`config.mk`:
```
export PLATFORM = sky130hd
export DESIGN_NAME = sgs_supervisor
export DESIGN_NICKNAME = d
export VERILOG_FILES = /design/src/sgs_pkg.sv /design/src/sgs_supervisor.sv
export SDC_FILE = /design/constraint.sdc
export NUM_CORES = 1
export LEC_CHECK = 0
export ABC_CLOCK_PERIOD_IN_PS = 7700
export BUFFER_PORTS_ARGS = -buffer_cell sky130_fd_sc_hd__buf_2
export CAP_MARGIN = 20
export CORE_MARGIN = 2
export CORE_UTILIZATION = 63
export DETAILED_ROUTE_END_ITERATION = 7
export PLACE_DENSITY = 0.84
export SLEW_MARGIN = 20
export SYNTH_ARGS = -nofsm -noshare
export SYNTH_HDL_FRONTEND = slang
export SYNTH_SLANG_ARGS = --single-unit
```
`constraint.sdc`:
```
create_clock -name clock -period 7.7 [get_ports clock]
set_input_delay 0.385 -clock clock [delete_from_list [all_inputs] [get_ports clock]]
set_output_delay 0.385 -clock clock [all_outputs]
set_load 0.02 [all_outputs]
```
`src/sgs_pkg.sv`:
```
// constants and codes of the supervisor
// Notes on behaviour
// RULE_01: open starts open timer; indeterminate meanwhile
// RULE_02: open feedback in time: open, no indeterminate
// RULE_03: expiry without feedback: disturbed
// RULE_04: 0/1 is open code 1, 1/0 closed code 2
// RULE_05: equal contacts: indeterminate timing, else disturbed
// RULE_06: one contact raises its flag
// RULE_07: one contact supervises its own direction
// RULE_08: closed-only: close timed; closed gives success
// RULE_09: closed-only: settle shows indeterminate, then closed
// RULE_10: no closed contact: code 3
// RULE_11: open-only: open timed; open or settle end gives success
// RULE_12: no open contact: code 3
// RULE_13: three interlocks per direction; any one blocks
// RULE_14: trip open, auto reclose skip interlocks; input blocks trips
// RULE_15: trip request ORs assigned slots
// RULE_16: only combined trip drives the breaker
// RULE_17: trip held a minimum time; a bit latches
// RULE_18: latched trip stays until acknowledged
// RULE_19: latch clears, inputs idle, on ack, unlatch or no slots
// RULE_20: one external close, one external open
// RULE_21: open wins; close on edge, open on level
// RULE_22: remote needs authority remote or both
// RULE_23: close timed; closed on feedback, else disturbed
// RULE_24: relays last at most travel time
// RULE_25: timers count ticks, clear on reset
// RULE_26: one command at a time
package sgs_pkg;
    // timebase
    localparam int unsigned CLK_PERIOD_NS   = 10;
    localparam int unsigned TICK_TIME_NS    = 1000000;
    localparam int unsigned TICK_CYCLES_DEF = (TICK_TIME_NS + CLK_PERIOD_NS - 1) / CLK_PERIOD_NS;

    // register byte offsets
    localparam logic [7:0] OFF_CTRL   = 8'h00;
    localparam logic [7:0] OFF_CMD    = 8'h04;
    localparam logic [7:0] OFF_TCLOSE = 8'h08;
    localparam logic [7:0] OFF_TOPEN  = 8'h0C;
    localparam logic [7:0] OFF_SETTLE = 8'h10;
    localparam logic [7:0] OFF_THOLD  = 8'h14;
    localparam logic [7:0] OFF_TASSGN = 8'h18;
    localparam logic [7:0] OFF_STATUS = 8'h1C;

    // control fields
    localparam int CTRL_CLOSED_WIRED = 0;
    localparam int CTRL_OPEN_WIRED   = 1;
    localparam int CTRL_AUTH_LSB     = 2;
    localparam int CTRL_LATCH        = 4;
    // command fields, write one to act
    localparam int CMD_LOC_CLOSE = 0;
    localparam int CMD_LOC_OPEN  = 1;
    localparam int CMD_REM_CLOSE = 2;
    localparam int CMD_REM_OPEN  = 3;
    localparam int CMD_TRIP_ACK  = 4;

    // switching authority codes
    localparam logic [1:0] AUTH_NONE   = 2'h0;
    localparam logic [1:0] AUTH_LOCAL  = 2'h1;
    localparam logic [1:0] AUTH_REMOTE = 2'h2;
    localparam logic [1:0] AUTH_BOTH   = 2'h3;

    // position codes
    localparam logic [1:0] POS_INDET   = 2'h0;
    localparam logic [1:0] POS_OPEN    = 2'h1;
    localparam logic [1:0] POS_CLOSED  = 2'h2;
    localparam logic [1:0] POS_DISTURB = 2'h3;

    // reset values
    localparam logic [4:0]  CTRL_RST   = 5'h03;
    localparam logic [15:0] TRAVEL_RST = 16'h0064;
    localparam logic [15:0] SETTLE_RST = 16'h0000;
    localparam logic [15:0] THOLD_RST  = 16'h0064;
    localparam logic [7:0]  TASSGN_RST = 8'h00;

    localparam int NUM_ILOCK = 3;
    localparam int NUM_TRIP  = 8;

    typedef enum logic [3:0] {
        ST_IDLE   = 4'b0001,
        ST_CLOSE  = 4'b0010,
        ST_OPEN   = 4'b0100,
        ST_SETTLE = 4'b1000
    } sgs_state_e;
endpackage : sgs_pkg

```
`src/sgs_supervisor.sv`:
```
// switchgear position supervisor with trip manager and apb slave
//
// Chosen here: the address map and register access over APB.
module sgs_supervisor
    import sgs_pkg::*;
#(
    parameter int unsigned TICK_CYCLES = TICK_CYCLES_DEF
) (
    input  wire logic                 clock,
    input  wire logic                 resetn,
    input  wire logic                 psel,
    input  wire logic                 penable,
    input  wire logic                 pwrite,
    input  wire logic [7:0]           paddr,
    input  wire logic [31:0]          pwdata,
    output logic      [31:0]          prdata,
    output logic                      pready,
    output logic                      pslverr,
    input  wire logic                 aux_closed,
    input  wire logic                 aux_open,
    input  wire logic [NUM_ILOCK-1:0] ilock_close,
    input  wire logic [NUM_ILOCK-1:0] ilock_open,
    input  wire logic [NUM_TRIP-1:0]  prot_trip,
    input  wire logic                 prot_block,
    input  wire logic                 auto_reclose,
    input  wire logic                 external_close_req,
    input  wire logic                 external_open_req,
    input  wire logic                 trip_ack_input,
    output logic                      close_cmd,
    output logic                      open_cmd,
    output logic                      trip_cmd,
    output logic      [1:0]           pos_code,
    output logic                      pos_closed,
    output logic                      pos_open,
    output logic                      pos_indet,
    output logic                      pos_disturb,
    output logic                      one_contact_flag,
    output logic                      command_success
);
    localparam int NPIN = 2 + 2 * NUM_ILOCK + NUM_TRIP + 5;

    ////////////////////////////////////////////////////////////////////////////
    // pin synchronisers
    logic [NPIN-1:0] sync1_reg;
    logic [NPIN-1:0] sync2_reg;
    logic [NPIN-1:0] sync3_reg;
    logic [NPIN-1:0] filt_reg;
    logic [NPIN-1:0] pins;

    assign pins = {aux_closed, aux_open, ilock_close, ilock_open, prot_trip,
                   prot_block, auto_reclose, external_close_req, external_open_req,
                   trip_ack_input};

    // a change counts once stages two and three agree; glitches are lost
    always_ff @(posedge clock) begin
        if (!resetn) begin
            sync1_reg <= '0;
            sync2_reg <= '0;
            sync3_reg <= '0;
            filt_reg  <= '0;
        end else begin
            sync1_reg <= pins;
            sync2_reg <= sync1_reg;
            sync3_reg <= sync2_reg;
            filt_reg  <= (~(sync2_reg ^ sync3_reg) & sync3_reg) | ((sync2_reg ^ sync3_reg) & filt_reg);
        end
    end

    logic                 f_closed;
    logic                 f_open;
    logic [NUM_ILOCK-1:0] f_ilk_close;
    logic [NUM_ILOCK-1:0] f_ilk_open;
    logic [NUM_TRIP-1:0]  f_trip;
    logic                 f_block;
    logic                 f_ar;
    logic                 f_ext_close;
    logic                 f_ext_open;
    logic                 f_ack;

    assign {f_closed, f_open, f_ilk_close, f_ilk_open, f_trip, f_block, f_ar,
            f_ext_close, f_ext_open, f_ack} = filt_reg;

    ////////////////////////////////////////////////////////////////////////////
    // apb slave, one wait-free access phase
    logic [4:0]          ctrl_reg;
    logic [15:0]         tclose_reg;
    logic [15:0]         topen_reg;
    logic [15:0]         settle_reg;
    logic [15:0]         thold_reg;
    logic [NUM_TRIP-1:0] tassgn_reg;
    logic [31:0]         status;
    logic [31:0]         rdata_next;
    logic                mapped;
    logic                wr_acc;
    logic                cmd_wr;

    assign wr_acc = psel & penable & pready & pwrite;
    assign cmd_wr = wr_acc & (paddr == OFF_CMD);

    // read mux; unmapped addresses give pslverr
    always_comb begin
        rdata_next = 32'h0000_0000;
        mapped     = 1'b1;
        case (paddr)
            OFF_CTRL:   rdata_next = {27'h0, ctrl_reg};
            OFF_CMD:    rdata_next = 32'h0000_0000;
            OFF_TCLOSE: rdata_next = {16'h0, tclose_reg};
            OFF_TOPEN:  rdata_next = {16'h0, topen_reg};
            OFF_SETTLE: rdata_next = {16'h0, settle_reg};
            OFF_THOLD:  rdata_next = {16'h0, thold_reg};
            OFF_TASSGN: rdata_next = {24'h0, tassgn_reg};
            OFF_STATUS: rdata_next = status;
            default:    mapped = 1'b0;
        endcase
    end

    // answer set in setup; pready in first access cycle
    always_ff @(posedge clock) begin
        if (!resetn) begin
            pready  <= 1'b0;
            pslverr <= 1'b0;
            prdata  <= 32'h0000_0000;
        end else begin
            pready  <= psel & ~penable & ~pready;
            pslverr <= psel & ~penable & ~pready & ~mapped;
            prdata  <= (psel & ~penable & ~pwrite) ? rdata_next : 32'h0000_0000;
        end
    end

    // configuration registers
    always_ff @(posedge clock) begin
        if (!resetn) begin
            ctrl_reg   <= CTRL_RST;
            tclose_reg <= TRAVEL_RST;
            topen_reg  <= TRAVEL_RST;
            settle_reg <= SETTLE_RST;
            thold_reg  <= THOLD_RST;
            tassgn_reg <= TASSGN_RST;
        end else if (wr_acc) begin
            case (paddr)
                OFF_CTRL:   ctrl_reg   <= pwdata[4:0];
                OFF_TCLOSE: tclose_reg <= pwdata[15:0];
                OFF_TOPEN:  topen_reg  <= pwdata[15:0];
                OFF_SETTLE: settle_reg <= pwdata[15:0];
                OFF_THOLD:  thold_reg  <= pwdata[15:0];
                OFF_TASSGN: tassgn_reg <= pwdata[NUM_TRIP-1:0];
                default:    ;
            endcase
        end
    end

    logic       wired_c;
    logic       wired_o;
    logic [1:0] auth;
    logic       latch_en;

    assign wired_c  = ctrl_reg[CTRL_CLOSED_WIRED];
    assign wired_o  = ctrl_reg[CTRL_OPEN_WIRED];
    assign auth     = ctrl_reg[CTRL_AUTH_LSB+1:CTRL_AUTH_LSB];
    assign latch_en = ctrl_reg[CTRL_LATCH];

    ////////////////////////////////////////////////////////////////////////////
    // timebase tick
    logic [31:0] tick_cnt;
    logic        tick;

    assign tick = (tick_cnt == TICK_CYCLES - 1);

    always_ff @(posedge clock) begin
        if (!resetn) begin
            tick_cnt <= 32'h0000_0000; // RULE_25
        end else begin
            tick_cnt <= tick ? 32'h0000_0000 : tick_cnt + 32'h0000_0001; // RULE_25
        end
    end

    ////////////////////////////////////////////////////////////////////////////
    // trip manager
    logic        trip_any;
    logic        latched_reg;
    logic [15:0] hold_cnt;
    logic        trip_ack;

    assign trip_any = |(f_trip & tassgn_reg) & ~f_block; // RULE_15 RULE_14
    assign trip_ack = (cmd_wr & pwdata[CMD_TRIP_ACK]) | f_ack;

    // set wins over clear
    always_ff @(posedge clock) begin
        if (!resetn) begin
            latched_reg <= 1'b0;
            hold_cnt    <= 16'h0000; // RULE_25
            trip_cmd    <= 1'b0;
        end else begin
            if (trip_any && latch_en) begin
                latched_reg <= 1'b1; // RULE_17 RULE_18
            end else if (!(|(f_trip & tassgn_reg)) &&
                         (trip_ack || !latch_en || tassgn_reg == '0)) begin
                latched_reg <= 1'b0; // RULE_19
            end
            if (trip_any) begin
                hold_cnt <= thold_reg; // RULE_17
            end else if (tick && hold_cnt != 16'h0000) begin
                hold_cnt <= hold_cnt - 16'h0001;
            end
            // combined request only
            trip_cmd <= trip_any | (hold_cnt != 16'h0000) | latched_reg; // RULE_16 RULE_17
        end
    end

    ////////////////////////////////////////////////////////////////////////////
    // request gating
    logic ext_close_d;
    logic loc_ok;
    logic rem_ok;
    logic req_close;
    logic req_open;
    logic prot_open;

    always_ff @(posedge clock) begin
        if (!resetn) begin
            ext_close_d <= 1'b0;
        end else begin
            ext_close_d <= f_ext_close;
        end
    end

    assign loc_ok    = (auth == AUTH_LOCAL) | (auth == AUTH_BOTH);
    assign rem_ok    = (auth == AUTH_REMOTE) | (auth == AUTH_BOTH); // RULE_22
    assign prot_open = trip_any;

    // external inputs are remote; open wins
    always_comb begin
        req_open  = ((loc_ok & cmd_wr & pwdata[CMD_LOC_OPEN]) |
                     (rem_ok & cmd_wr & pwdata[CMD_REM_OPEN]) |
                     (rem_ok & f_ext_open)) & ~(|f_ilk_open); // RULE_13 RULE_20 RULE_21 RULE_22
        req_open  = req_open | prot_open; // RULE_14
        req_close = ((loc_ok & cmd_wr & pwdata[CMD_LOC_CLOSE]) |
                     (rem_ok & cmd_wr & pwdata[CMD_REM_CLOSE]) |
                     (rem_ok & f_ext_close & ~ext_close_d)) & ~(|f_ilk_close); // RULE_13 RULE_21
        req_close = (req_close | f_ar) & ~req_open; // RULE_14 RULE_21
    end

    ////////////////////////////////////////////////////////////////////////////
    // travel and settle supervision
    sgs_state_e  state_reg;
    logic [15:0] tmr_cnt;
    logic        settle_closed_reg;
    logic        fail_reg;
    logic        fb_closed;
    logic        fb_open;
    logic        sup_close;
    logic        sup_open;

    assign fb_closed = wired_c ? (f_closed & ~(wired_o & f_open)) : 1'b0;
    assign fb_open   = wired_o ? (f_open & ~(wired_c & f_closed)) : 1'b0;
    assign sup_close = wired_c; // RULE_07
    assign sup_open  = wired_o; // RULE_07

    // one command at a time
    always_ff @(posedge clock) begin
        if (!resetn) begin
            state_reg         <= ST_IDLE;
            tmr_cnt           <= 16'h0000; // RULE_25
            settle_closed_reg <= 1'b0;
            fail_reg          <= 1'b0;
            command_success   <= 1'b0;
            close_cmd         <= 1'b0;
            open_cmd          <= 1'b0;
        end else begin
            if (tick && tmr_cnt != 16'h0000) begin
                tmr_cnt <= tmr_cnt - 16'h0001;
            end
            case (state_reg)
                ST_IDLE: begin
                    if (req_open && !fb_open) begin
                        state_reg       <= ST_OPEN; // RULE_01 RULE_26
                        tmr_cnt         <= topen_reg;
                        open_cmd        <= 1'b1;
                        command_success <= 1'b0;
                        fail_reg        <= 1'b0;
                    end else if (req_close && !fb_closed) begin
                        state_reg       <= ST_CLOSE; // RULE_23 RULE_26
                        tmr_cnt         <= tclose_reg;
                        close_cmd       <= 1'b1;
                        command_success <= 1'b0;
                        fail_reg        <= 1'b0;
                    end
                end
                ST_CLOSE: begin
                    if (fb_closed) begin
                        state_reg       <= ST_IDLE; // RULE_08 RULE_23 RULE_24
                        close_cmd       <= 1'b0;
                        command_success <= 1'b1;
                    end else if (tmr_cnt == 16'h0000) begin
                        close_cmd <= 1'b0; // RULE_24
                        if (sup_close && !wired_o && settle_reg != 16'h0000) begin
                            state_reg         <= ST_SETTLE; // RULE_09
                            tmr_cnt           <= settle_reg;
                            settle_closed_reg <= 1'b1;
                        end else begin
                            state_reg <= ST_IDLE;
                            fail_reg  <= sup_close; // RULE_03 RULE_23
                        end
                    end
                end
                ST_OPEN: begin
                    if (fb_open) begin
                        state_reg       <= ST_IDLE; // RULE_02 RULE_11 RULE_24
                        open_cmd        <= 1'b0;
                        command_success <= 1'b1;
                    end else if (tmr_cnt == 16'h0000) begin
                        open_cmd <= 1'b0; // RULE_24
                        if (sup_open && !wired_c && settle_reg != 16'h0000) begin
                            state_reg         <= ST_SETTLE; // RULE_11
                            tmr_cnt           <= settle_reg;
                            settle_closed_reg <= 1'b0;
                        end else begin
                            state_reg <= ST_IDLE;
                            fail_reg  <= sup_open; // RULE_03
                        end
                    end
                end
                ST_SETTLE: begin
                    if (tmr_cnt == 16'h0000) begin
                        state_reg       <= ST_IDLE; // RULE_09 RULE_11
                        command_success <= 1'b1;
                    end
                end
                default: begin
                    state_reg <= ST_IDLE;
                    close_cmd <= 1'b0;
                    open_cmd  <= 1'b0;
                end
            endcase
        end
    end

    ////////////////////////////////////////////////////////////////////////////
    // position evaluation
    logic       running;
    logic [1:0] code_next;
    logic       settled_done;

    // a failed travel with one contact wired shows disturbed until the next command
    assign running = ((state_reg == ST_CLOSE) && sup_close) ||
                     ((state_reg == ST_OPEN) && sup_open) ||
                     (state_reg == ST_SETTLE);
    assign settled_done = command_success & (settle_reg != 16'h0000);

    always_comb begin
        code_next = POS_DISTURB;
        if (!wired_c && !wired_o) begin
            code_next = POS_DISTURB; // RULE_10 RULE_12
        end else if (running) begin
            code_next = POS_INDET; // RULE_01 RULE_05 RULE_08 RULE_09 RULE_11
        end else if (wired_c && wired_o) begin
            case ({f_closed, f_open})
                2'b01:   code_next = POS_OPEN; // RULE_04
                2'b10:   code_next = POS_CLOSED; // RULE_04
                default: code_next = POS_DISTURB; // RULE_05
            endcase
        end else if (fail_reg) begin
            code_next = POS_DISTURB; // RULE_03
        end else if (wired_c) begin
            code_next = (f_closed || (settled_done && settle_closed_reg)) ? POS_CLOSED : POS_OPEN;
        end else begin
            code_next = (f_open || (settled_done && !settle_closed_reg)) ? POS_OPEN : POS_CLOSED;
        end
    end

    always_ff @(posedge clock) begin
        if (!resetn) begin
            pos_code         <= POS_DISTURB;
            pos_closed       <= 1'b0;
            pos_open         <= 1'b0;
            pos_indet        <= 1'b0;
            pos_disturb      <= 1'b1;
            one_contact_flag <= 1'b0;
        end else begin
            pos_code         <= code_next;
            pos_closed       <= (code_next == POS_CLOSED);
            pos_open         <= (code_next == POS_OPEN);
            pos_indet        <= (code_next == POS_INDET);
            pos_disturb      <= (code_next == POS_DISTURB);
            one_contact_flag <= wired_c ^ wired_o; // RULE_06
        end
    end

    assign status = {16'h0, state_reg, latched_reg, trip_cmd, open_cmd, close_cmd,
                     command_success, one_contact_flag, pos_disturb, pos_indet,
                     pos_open, pos_closed, pos_code};
endmodule : sgs_supervisor

```
==> results by group, run 1 <==
Setup path
  – Startpoint types: input port
  – Reg-to-Reg Start: pready
  – Endpoint type of the worst setup path: flop
  – Crit path from: paddr[5]
  – CP max FO: 16
  – Flop-to-flop setup slack: approximately 4.5 ns
  – Critical path arrival: roughly 3.7 ns
  – Worst Path Required: just over 8 ns
  – CP Class: in -> reg

GRT
  – Largest net degree at the start of global routing: slightly above 80
  – Total gr overflow: 0
  – Global-route wire length before repair: about 45,000 microns
  – All-Layer GR Usage: around 30%
  – Vias in the first global route: 8,755
  – Initial antenna violation count: 0

Clock network
  – Clk root buf: clkbuf_16
  – CTS buffer count: 26
  – H-Tree Depth: 1
  – Hold-fix buffer count after cts: 0
  – Clock Latency Late Sink: 0.54 ns
  – Clock Path Buffers: 3
  – Post-CTS setup repair buffer count: 0
  – Post-cts resize count: 0
  – Clk slew on worst S/H paths: roughly 0.06 ns
  – CTS Sinks: 262
  – TritonCTS clock tree: done

Power and ir drop
  – P_leak: approximately 4.7 nW
  – Peak supply drop: 261 uV
  – Total power per unit cell area: around 220 nW/um^2
  – Tot Pwr: 0.00278 W

Flow run
  – Maxcap violations: 0

Cells and area
  – Most common cell after layout, fill and taps aside: dfxtp_1
  – # nets final: around 1,400
  – Largest register FFs: 32
  – ANT cells: 0
  – Commonest cells after routing, fill and taps aside: dfxtp_1, nand2_1, a21oi_1, nor2_1, buf_2
  – Final core utilization: between 70% and 80%
  – P&R area growth vs syn: 12.2%
  – Most flop-heavy register: tick_cnt
  – Layout cells sized above 1: 11.5%
  – Post-route cell area: 12,500 sq um

Synthesis
  – Ys Warns: 0
  – Area fraction of the dominant cell type after synthesis: 47.2%
  – Cell Area, Synth: 11,100 sq um
  – Post-synth EDFFs: 0
  – Synth area leaders: dfxtp_1, nand2_1, a21oi_1
  – Synth Register Bits: 262
  – Synth cell types: between 70 and 80
  – Asr flop ratio synth: 0%
  – Syn_area_per_cell: approximately 8.7 sq um
  – Seq/Total Area, Yosys: 47.2%
  – Cells after Synth: 1,273
  – Dominant synthesized flop cell: dfxtp_1
  – Synth area leader: dfxtp_1

STA
  – Period Utilization, post-route: a little over two fifths
  – RSZ-0062 raised after global routing: false
  – Achievable Freq: 301 MHz
  – Slew headroom: ~28%
  – Final Skew: 0.0179 ns
  – Fin. max-slew vios: 0
  – Final Hold Vio Count: 0
  – Final Setup Violations: 0
  – Worst-Margin Slew: ~1.1 ns
  – Min Tclk post-route: roughly 3.3 ns
  – Setup TNS: 0 ns

Placement
  – RePlAce Congestion: around 1
  – Area after DPL: 11,600 sq um
  – Final HPWL DP: 19,500 microns
  – Buffers on Ports: 78

Floorplanning
  – Chip Width: 137 microns
  – I/O pins: around 110
  – Area of the core: roughly 17,000 sq um
  – Initial Util: roughly 64%
  – DIE AREA: around 19,000 sq um
  – Die H: ~140 microns
  – Row count: between 40 and 50

Outcome
  – Run status: finished, final reports clean

Worst hold path
  – Worst hold start: prot_trip[7]
  – Hold Path Class: in -> reg

Drt
  – Drc violations: 0
  – Post-route ant nets: 0
  – Final WL: around 29,000 microns
  – WL/cell: 18.2 microns
  – Vias/cell: approximately 6.3
  – DR vias: approximately 9,800
  – 1st-iter DRT viols: 1,189
  – DRT Pass-1 Iters: 7
[stage by stage]
step	hold WS (ns)	std cells	setup slack, ns
2_1_floorplan	0.412	1288	5.19
3_3_place_gp	0.413	1520	4.21
3_5_place_dp	0.419	1521	4.13
4_1_cts	0.0344	1568	4.55
5_1_grt	0.0412	1568	4.35
6_report	0.0433	1568	4.38
[report_power, final]
part	switching (W)	leakage (nW)	internal [W]
Sequential	0.00000685	2.12	0.00137
Clock	0.000529	0.440	0.000782
Combinational	0.0000593	2.10	0.0000282
Total	0.000595	4.66	0.00218
[area by class of cell]
type	count	area, sq um
clock buffer	38	756
fill	1315	4830
clock inverter	9	135
timing repair buffer	92	495
sequential	262	5250
inverter	19	71.3
tap	225	282
multi-input combinational	923	5490
[per-layer routing]
metal	GRT usage [%]	up-vias	part of all wire [%]
li1	-	4595	-
met1	41.5	4566	43
met2	46.6	550	45
met3	4.22	99	8.5
met4	11.7	0	3.9
met5	0	-	0
[worst paths after layout]
kind	depth (start not counted)	end
max	8	tclose_reg[14]
min	2	sync1_reg[12]
min reg2reg	1	sync2_reg[13]
max reg2reg	6	tmr_cnt[15]
[Yosys cell counts (18+ instances only)]
library cell  count
and2_1           72
nor4_1           28
a21oi_1         105
dfxtp_1         262
inv_1            18
clkbuf_1         56
nand3_1          42
o21ai_0          47
nand2_1         175
xnor2_1          30
mux2i_1          37
xor2_1           26
nor3_1           36
nor2_1           95
[logic make-up after synthesis]
kind of cell,share of synthesized area [%]
and+or+nand+nor,24.4
muxes,3.33
xor gates and xnor gates,4.41
DFF,47.2
AOI/OAI and AO/OA,15.6
other,0.0338
buffers and inverters,4.11
adders and majority gates,0.901
[worst max-delay path, cell delays in order]
cell and delay [ns]:
buf_2 0.09, or3_1 0.56, nor3_2 0.33, nand3b_1 0.34, nor2_1 0.91, nand2_1 0.74
nand2_1 0.25, a21oi_1 0.09
No activity file was read; power rests on OpenSTA's default activity.
==> inputs of run 2 (changes only) <==
--- a/config.mk
+++ b/config.mk
@@ -5,13 +5,13 @@
 export SDC_FILE = /design/constraint.sdc
 export NUM_CORES = 1
 export LEC_CHECK = 0
-export ABC_CLOCK_PERIOD_IN_PS = 7700
+export ABC_CLOCK_PERIOD_IN_PS = 3240
 export BUFFER_PORTS_ARGS = -buffer_cell sky130_fd_sc_hd__buf_2
 export CAP_MARGIN = 20
 export CORE_MARGIN = 2
-export CORE_UTILIZATION = 63
+export CORE_UTILIZATION = 59
 export DETAILED_ROUTE_END_ITERATION = 7
-export PLACE_DENSITY = 0.84
+export PLACE_DENSITY = 0.8
 export SLEW_MARGIN = 20
 export SYNTH_ARGS = -nofsm -noshare
 export SYNTH_HDL_FRONTEND = slang
==> constraint.sdc (replaced) <==
create_clock -name clock -period 3.24 [get_ports clock]
set_input_delay 0.162 -clock clock [delete_from_list [all_inputs] [get_ports clock]]
set_output_delay 0.162 -clock clock [all_outputs]
set_load 0.02 [all_outputs]
==> results by group, run 2 (synthesized netlist as in run 1, its figures left out) <==
Cells and area
  – ANT cells: 0
  – Post-route cell area: approximately 13,000 sq um
  – # nets final: ~1,500
  – Most flop-heavy register: tick_cnt
  – Most common cell after layout, fill and taps aside: dfxtp_1
  – Layout cells sized above 1: between 10% and 20%
  – Largest register FFs: 32
  – Commonest cells after routing, fill and taps aside: dfxtp_1, nand2_1, a21oi_1, nor2_1, buf_2
  – Filler instances: about 1,400
  – P&R area growth vs syn: 17.1%

Drt
  – 1st-iter DRT viols: between 1,000 and 1,500
  – Post-route ant nets: 0
  – Wl on met1: around 13,000 microns
  – WL met3: 2450 microns
  – Drc violations: 0
  – Top sig layer: met4
  – Metal2 WL: ~14,000 microns
  – Vias/cell: between 6 and 7
  – DRT Pass-1 Iters: 6
  – Final WL: roughly 30,000 microns
  – DR vias: between 10,000 and 15,000
  – WL/cell: 18.3 microns

Clock network
  – TritonCTS clock tree: done
  – Clock Path Buffers: 3
  – CTS Sinks: around 260
  – Clk root buf: clkbuf_16
  – H-Tree Depth: 1
  – Clock Latency Late Sink: roughly 0.54 ns
  – Clk slew on worst S/H paths: approximately 0.06 ns
  – CTS buffer count: 26

STA
  – Worst-Margin Slew: between 1 and 1.5 ns
  – Final Skew: about 0.01 ns
  – Slew headroom: approximately a third
  – Final Hold Vio Count: 0
  – Period Utilization, post-route: 90.8%
  – Final Setup Violations: 0
  – Achievable Freq: between 300 and 400 MHz
  – Min Tclk post-route: 2.94 ns
  – Setup TNS: 0 ns
  – RSZ-0062 raised after global routing: false
  – Fin. max-slew vios: 0

Setup path
  – CP Class: in -> reg
  – Critical path arrival: 3.39 ns
  – Endpoint type of the worst setup path: flop
  – CP max FO: 15
  – Worst Path Required: about 3.7 ns
  – R2R depth: 7
  – Startpoint types: input port

Placement
  – Area after DPL: between 10,000 and 15,000 sq um
  – RePlAce Congestion: roughly 0.98
  – Buffers on Ports: 78
  – Final HPWL DP: 20,200 microns

Floorplanning
  – Initial Util: 59.8%
  – Row count: 50
  – Chip Width: roughly 140 microns
  – Area of the core: approximately 19,000 sq um
  – I/O pins: 111
  – Die H: 141 microns
  – DIE AREA: 19,900 sq um

Power and ir drop
  – P_leak: just under 5 nW
  – Peak supply drop: between 500 and 600 uV
  – Total power per unit cell area: 501 nW/um^2

GRT
  – Global-route wire length before repair: about 48,000 microns
  – All-Layer GR Usage: 29.6%
  – Total gr overflow: 0
  – Vias in the first global route: approximately 9,500
  – Largest net degree at the start of global routing: 80
  – Initial antenna violation count: 0

Worst hold path
  – Hold Path Class: in -> reg
  – Worst Hold Depth: 2

Outcome
  – Run status: finished, final reports clean

Flow run
  – Maxcap violations: 0
==> run 2: cell count changes in the layout (fill, tap and decap cells not counted), moves of 2 or more <==
cell	previous run	this run
clkinv_2	4	8
buf_4	14	33
clkbuf_8	6	4
dlygate4sd3_1	0	41
==> run 2: area by class of cell <==
type / instances / area, sq um / area share, %
Tap cell: 234 / 293 / 2.25
Clock inverter: 12 / 124 / 0.952
Clock buffer: 35 / 724 / 5.57
Sequential cell: 262 / 5250 / 40.3
Inverter: 19 / 71.3 / 0.548
Timing Repair Buffer: 153 / 1070 / 8.21
Multi-Input combinational cell: 923 / 5480 / 42.1
==> run 2: worst max-delay path, cell delays in order <==
cell and delay (ns):
dlygate4sd3_1 0.55, buf_2 0.15, or3_1 0.52, nor4_2 0.60, a41o_1 0.31, o211a_1 0.49
nand2_1 0.19, o211a_1 0.18, a311oi_2 0.24
==> run 2: report_power, final <==
part / internal (W) / switching [W]
Combinational: 0.000103 / 0.000151
Sequential: 0.00326 / 0.0000169
Clock: 0.00173 / 0.00126
==> run 2: stage by stage <==
stage          cells  util, %  setup WS [ns]  hold WS [ns]  total power (W)
3_5_place_dp    1550     63.2          0.420         0.371          0.00356
4_1_cts         1638     70.0          0.407        0.0797          0.00654
6_report        1638     70.0          0.299        0.0796          0.00652
3_3_place_gp    1550     63.2          0.495         0.366          0.00355
5_1_grt         1638     70.0          0.159         0.106          0.00669
2_1_floorplan   1288        -          0.779         0.286          0.00349
==> run 2: what timing repair did <==
item,in CTS,in global routing
resized for setup,0,0
setup buffers,0,0
endpoints found under the hold margin,90,0
hold buffers,41,0
==> run 2: path summary, 6_finish.rpt <==
| check | from | to | slack [ns] |
|---|---|---|---|
| max | paddr[1] | tmr_cnt[0] | 0.30 |
| min reg2reg | sync1_reg[16] | sync2_reg[16] | 0.43 |
| min | resetn | command_success | 0.08 |
| max reg2reg | pready | tmr_cnt[0] | 0.43 |
==> run 2: metal layers <==
layer / track usage, % / vias to the layer above
met5: 0 / -
met4: 13.4 / 0
li1: - / 4724
met1: 39.7 / 4755
met2: 47.3 / 483
met3: 4.89 / 108
==> inputs of run 3 (changes only) <==
--- a/config.mk
+++ b/config.mk
@@ -8,7 +8,7 @@
 export ABC_CLOCK_PERIOD_IN_PS = 3240
 export BUFFER_PORTS_ARGS = -buffer_cell sky130_fd_sc_hd__buf_2
 export CAP_MARGIN = 20
-export CORE_MARGIN = 2
+export CORE_MARGIN = 8
 export CORE_UTILIZATION = 59
 export DETAILED_ROUTE_END_ITERATION = 7
 export PLACE_DENSITY = 0.8
==> results by group, run 3 (synthesized netlist as in run 1, its figures left out) <==
Floorplanning
  – Die H: about 150 microns
  – Area of the core: 18,600 sq um
  – Initial Util: around three fifths
  – DIE AREA: about 23,000 sq um
  – Row count: 50
  – I/O pins: approximately 110
  – Chip Width: 153 microns

Power and ir drop
  – Total power per unit cell area: roughly 500 nW/um^2
  – P_int: 0.00525 W
  – P_sw: between 0.001 and 0.0015 W
  – Sequential Power Share: roughly half
  – P_leak: between 4 and 5 nW
  – Logic pwr share: 3.8%
  – Clock share of power: a little under half
  – Tot Pwr: 0.00671 W
  – Switch share: between 20 and 25%
  – Peak supply drop: around 540 uV

Worst hold path
  – Hold Path Class: in -> reg

STA
  – RSZ-0062 raised after global routing: false
  – Setup TNS: 0 ns
  – Final Skew: around 0.020 ns
  – Final Setup Violations: 0
  – Min Tclk post-route: between 2 and 3 ns
  – Fin. max-slew vios: 0
  – Period Utilization, post-route: between 90% and 100%
  – Final Hold Vio Count: 0
  – Worst-Margin Slew: ~1.1 ns
  – Achievable Freq: 342 MHz
  – Slew headroom: 25.6%

Clock network
  – Clock Latency Late Sink: 0.55 ns
  – H-Tree Depth: 1
  – Clk slew on worst S/H paths: approximately 0.060 ns
  – Clock Path Buffers: 3
  – CTS buffer count: 27
  – CTS Sinks: 262
  – Clk root buf: clkbuf_16
  – TritonCTS clock tree: done

Cells and area
  – ANT cells: 0
  – Most flop-heavy register: tick_cnt
  – Most common cell after layout, fill and taps aside: dfxtp_1
  – Layout cells sized above 1: 12.5%
  – Final core utilization: roughly 70%
  – Filler instances: between 1,000 and 1,500
  – Largest register FFs: 32
  – # nets final: 1,461
  – P&R area growth vs syn: 17.6%
  – Reg area: about 5200 sq um
  – Commonest cells after routing, fill and taps aside: dfxtp_1, nand2_1, a21oi_1, nor2_1, buf_2
  – Area of the multi-input gates: around 5500 sq um

Drt
  – DRT Pass-1 Iters: 6
  – Final WL: ~30,000 microns
  – Vias/cell: between 6 and 7
  – Post-route ant nets: 0
  – Drc violations: 0
  – 1st-iter DRT viols: roughly 1,000
  – DR vias: 9,933
  – WL/cell: between 15 and 20 microns

Placement
  – RePlAce Congestion: approximately 0.93
  – Final HPWL DP: 20,600 microns
  – Buffers on Ports: between 70 and 80

GRT
  – All-Layer GR Usage: between 20% and 30%
  – Largest net degree at the start of global routing: 64
  – Vias in the first global route: 9,597
  – Global-route wire length before repair: 49,400 microns
  – Initial antenna violation count: 0
  – Total gr overflow: 0

Setup path
  – Worst path max stage delay: between 0.5 and 0.6 ns
  – CP Class: in -> reg
  – Crit path buf inv count: 3
  – Critical Path Most Common Cell: o21ai_0
  – Startpoint types: input port
  – Crit path cell chain: dlygate4sd3_1 -> buf_2 -> or3_1 -> nor4_2 -> a41o_1 -> o211a_1 -> buf_4 -> a22o_1 -> o21ai_0 -> o21ai_0
  – Slowest cell on the critical path: nor4_2
  – Endpoint type of the worst setup path: flop
  – CP max FO: 11
  – Critical path arrival: 3.35 ns
  – CP delay by family, top: compound AO/OA/AOI/OAI gates
  – Worst Path Required: ~3.7 ns

Flow run
  – Maxcap violations: 0

Outcome
  – Run status: finished, final reports clean
[run 3: final cells by class]
type	count	share of cell area (%)
multi-input combinational	923	42.0
sequential	262	40.1
inverter	19	0.546
tap	234	2.24
clock buffer	34	5.45
clock inverter	14	1.53
timing repair buffer	154	8.14
[run 3: path summary, 6_finish.rpt]
kind	slack (ns)	end	cells past startpoint	startpoint
worst min register to register	0.43	sync2_reg[16]	1	sync1_reg[16]
worst max register to register	0.41	tmr_cnt[10]	8	tassgn_reg[1]
worst max-delay path	0.32	tmr_cnt[8]	10	paddr[1]
worst min-delay path	0.17	thold_reg[2]	3	resetn
[run 3: what timing repair did]
| action | CTS | global route |
|---|---|---|
| resized for setup | 0 | 0 |
| hold buffers | 41 | 0 |
| endpoints found under the hold margin | 97 | 0 |
| buffers inserted | 0 | 0 |
[run 3: per-layer routing]
layer,routed length (microns),global-route usage [%],vias to the layer above
li1,-,-,4726
met1,12700,33.0,4644
met2,13600,39.7,484
met3,2690,5.02,79
met4,1120,10.7,0
met5,0,0,-
[run 3: metrics by stage]
| stage | instance area, sq um | worst slack, ns | std cells | hold slack, ns |
|---|---|---|---|---|
| floorplan | 11200 | 0.779 | 1288 | 0.286 |
| global placement | 11700 | 0.363 | 1551 | 0.367 |
| detailed placement | 11700 | 0.309 | 1551 | 0.371 |
| CTS | 13100 | 0.420 | 1640 | 0.157 |
| global route | 13100 | 0.184 | 1640 | 0.208 |
| finish | 13100 | 0.320 | 1640 | 0.172 |
[run 3: power by group through the flow]
stage / logic, W / clock network, W / registers (W)
after floorplan: 0.000145 / 0 / 0.00334
after global placement: 0.000207 / 0 / 0.00334
after detailed placement: 0.000211 / 0 / 0.00335
after CTS: 0.000248 / 0.00321 / 0.00328
after global routing: 0.000280 / 0.00335 / 0.00328
final: 0.000256 / 0.00318 / 0.00328
[run 3: worst min-delay path: stages]
cell and delay, ns:
buf_2 0.12, buf_4 0.28, nand3_1 0.11
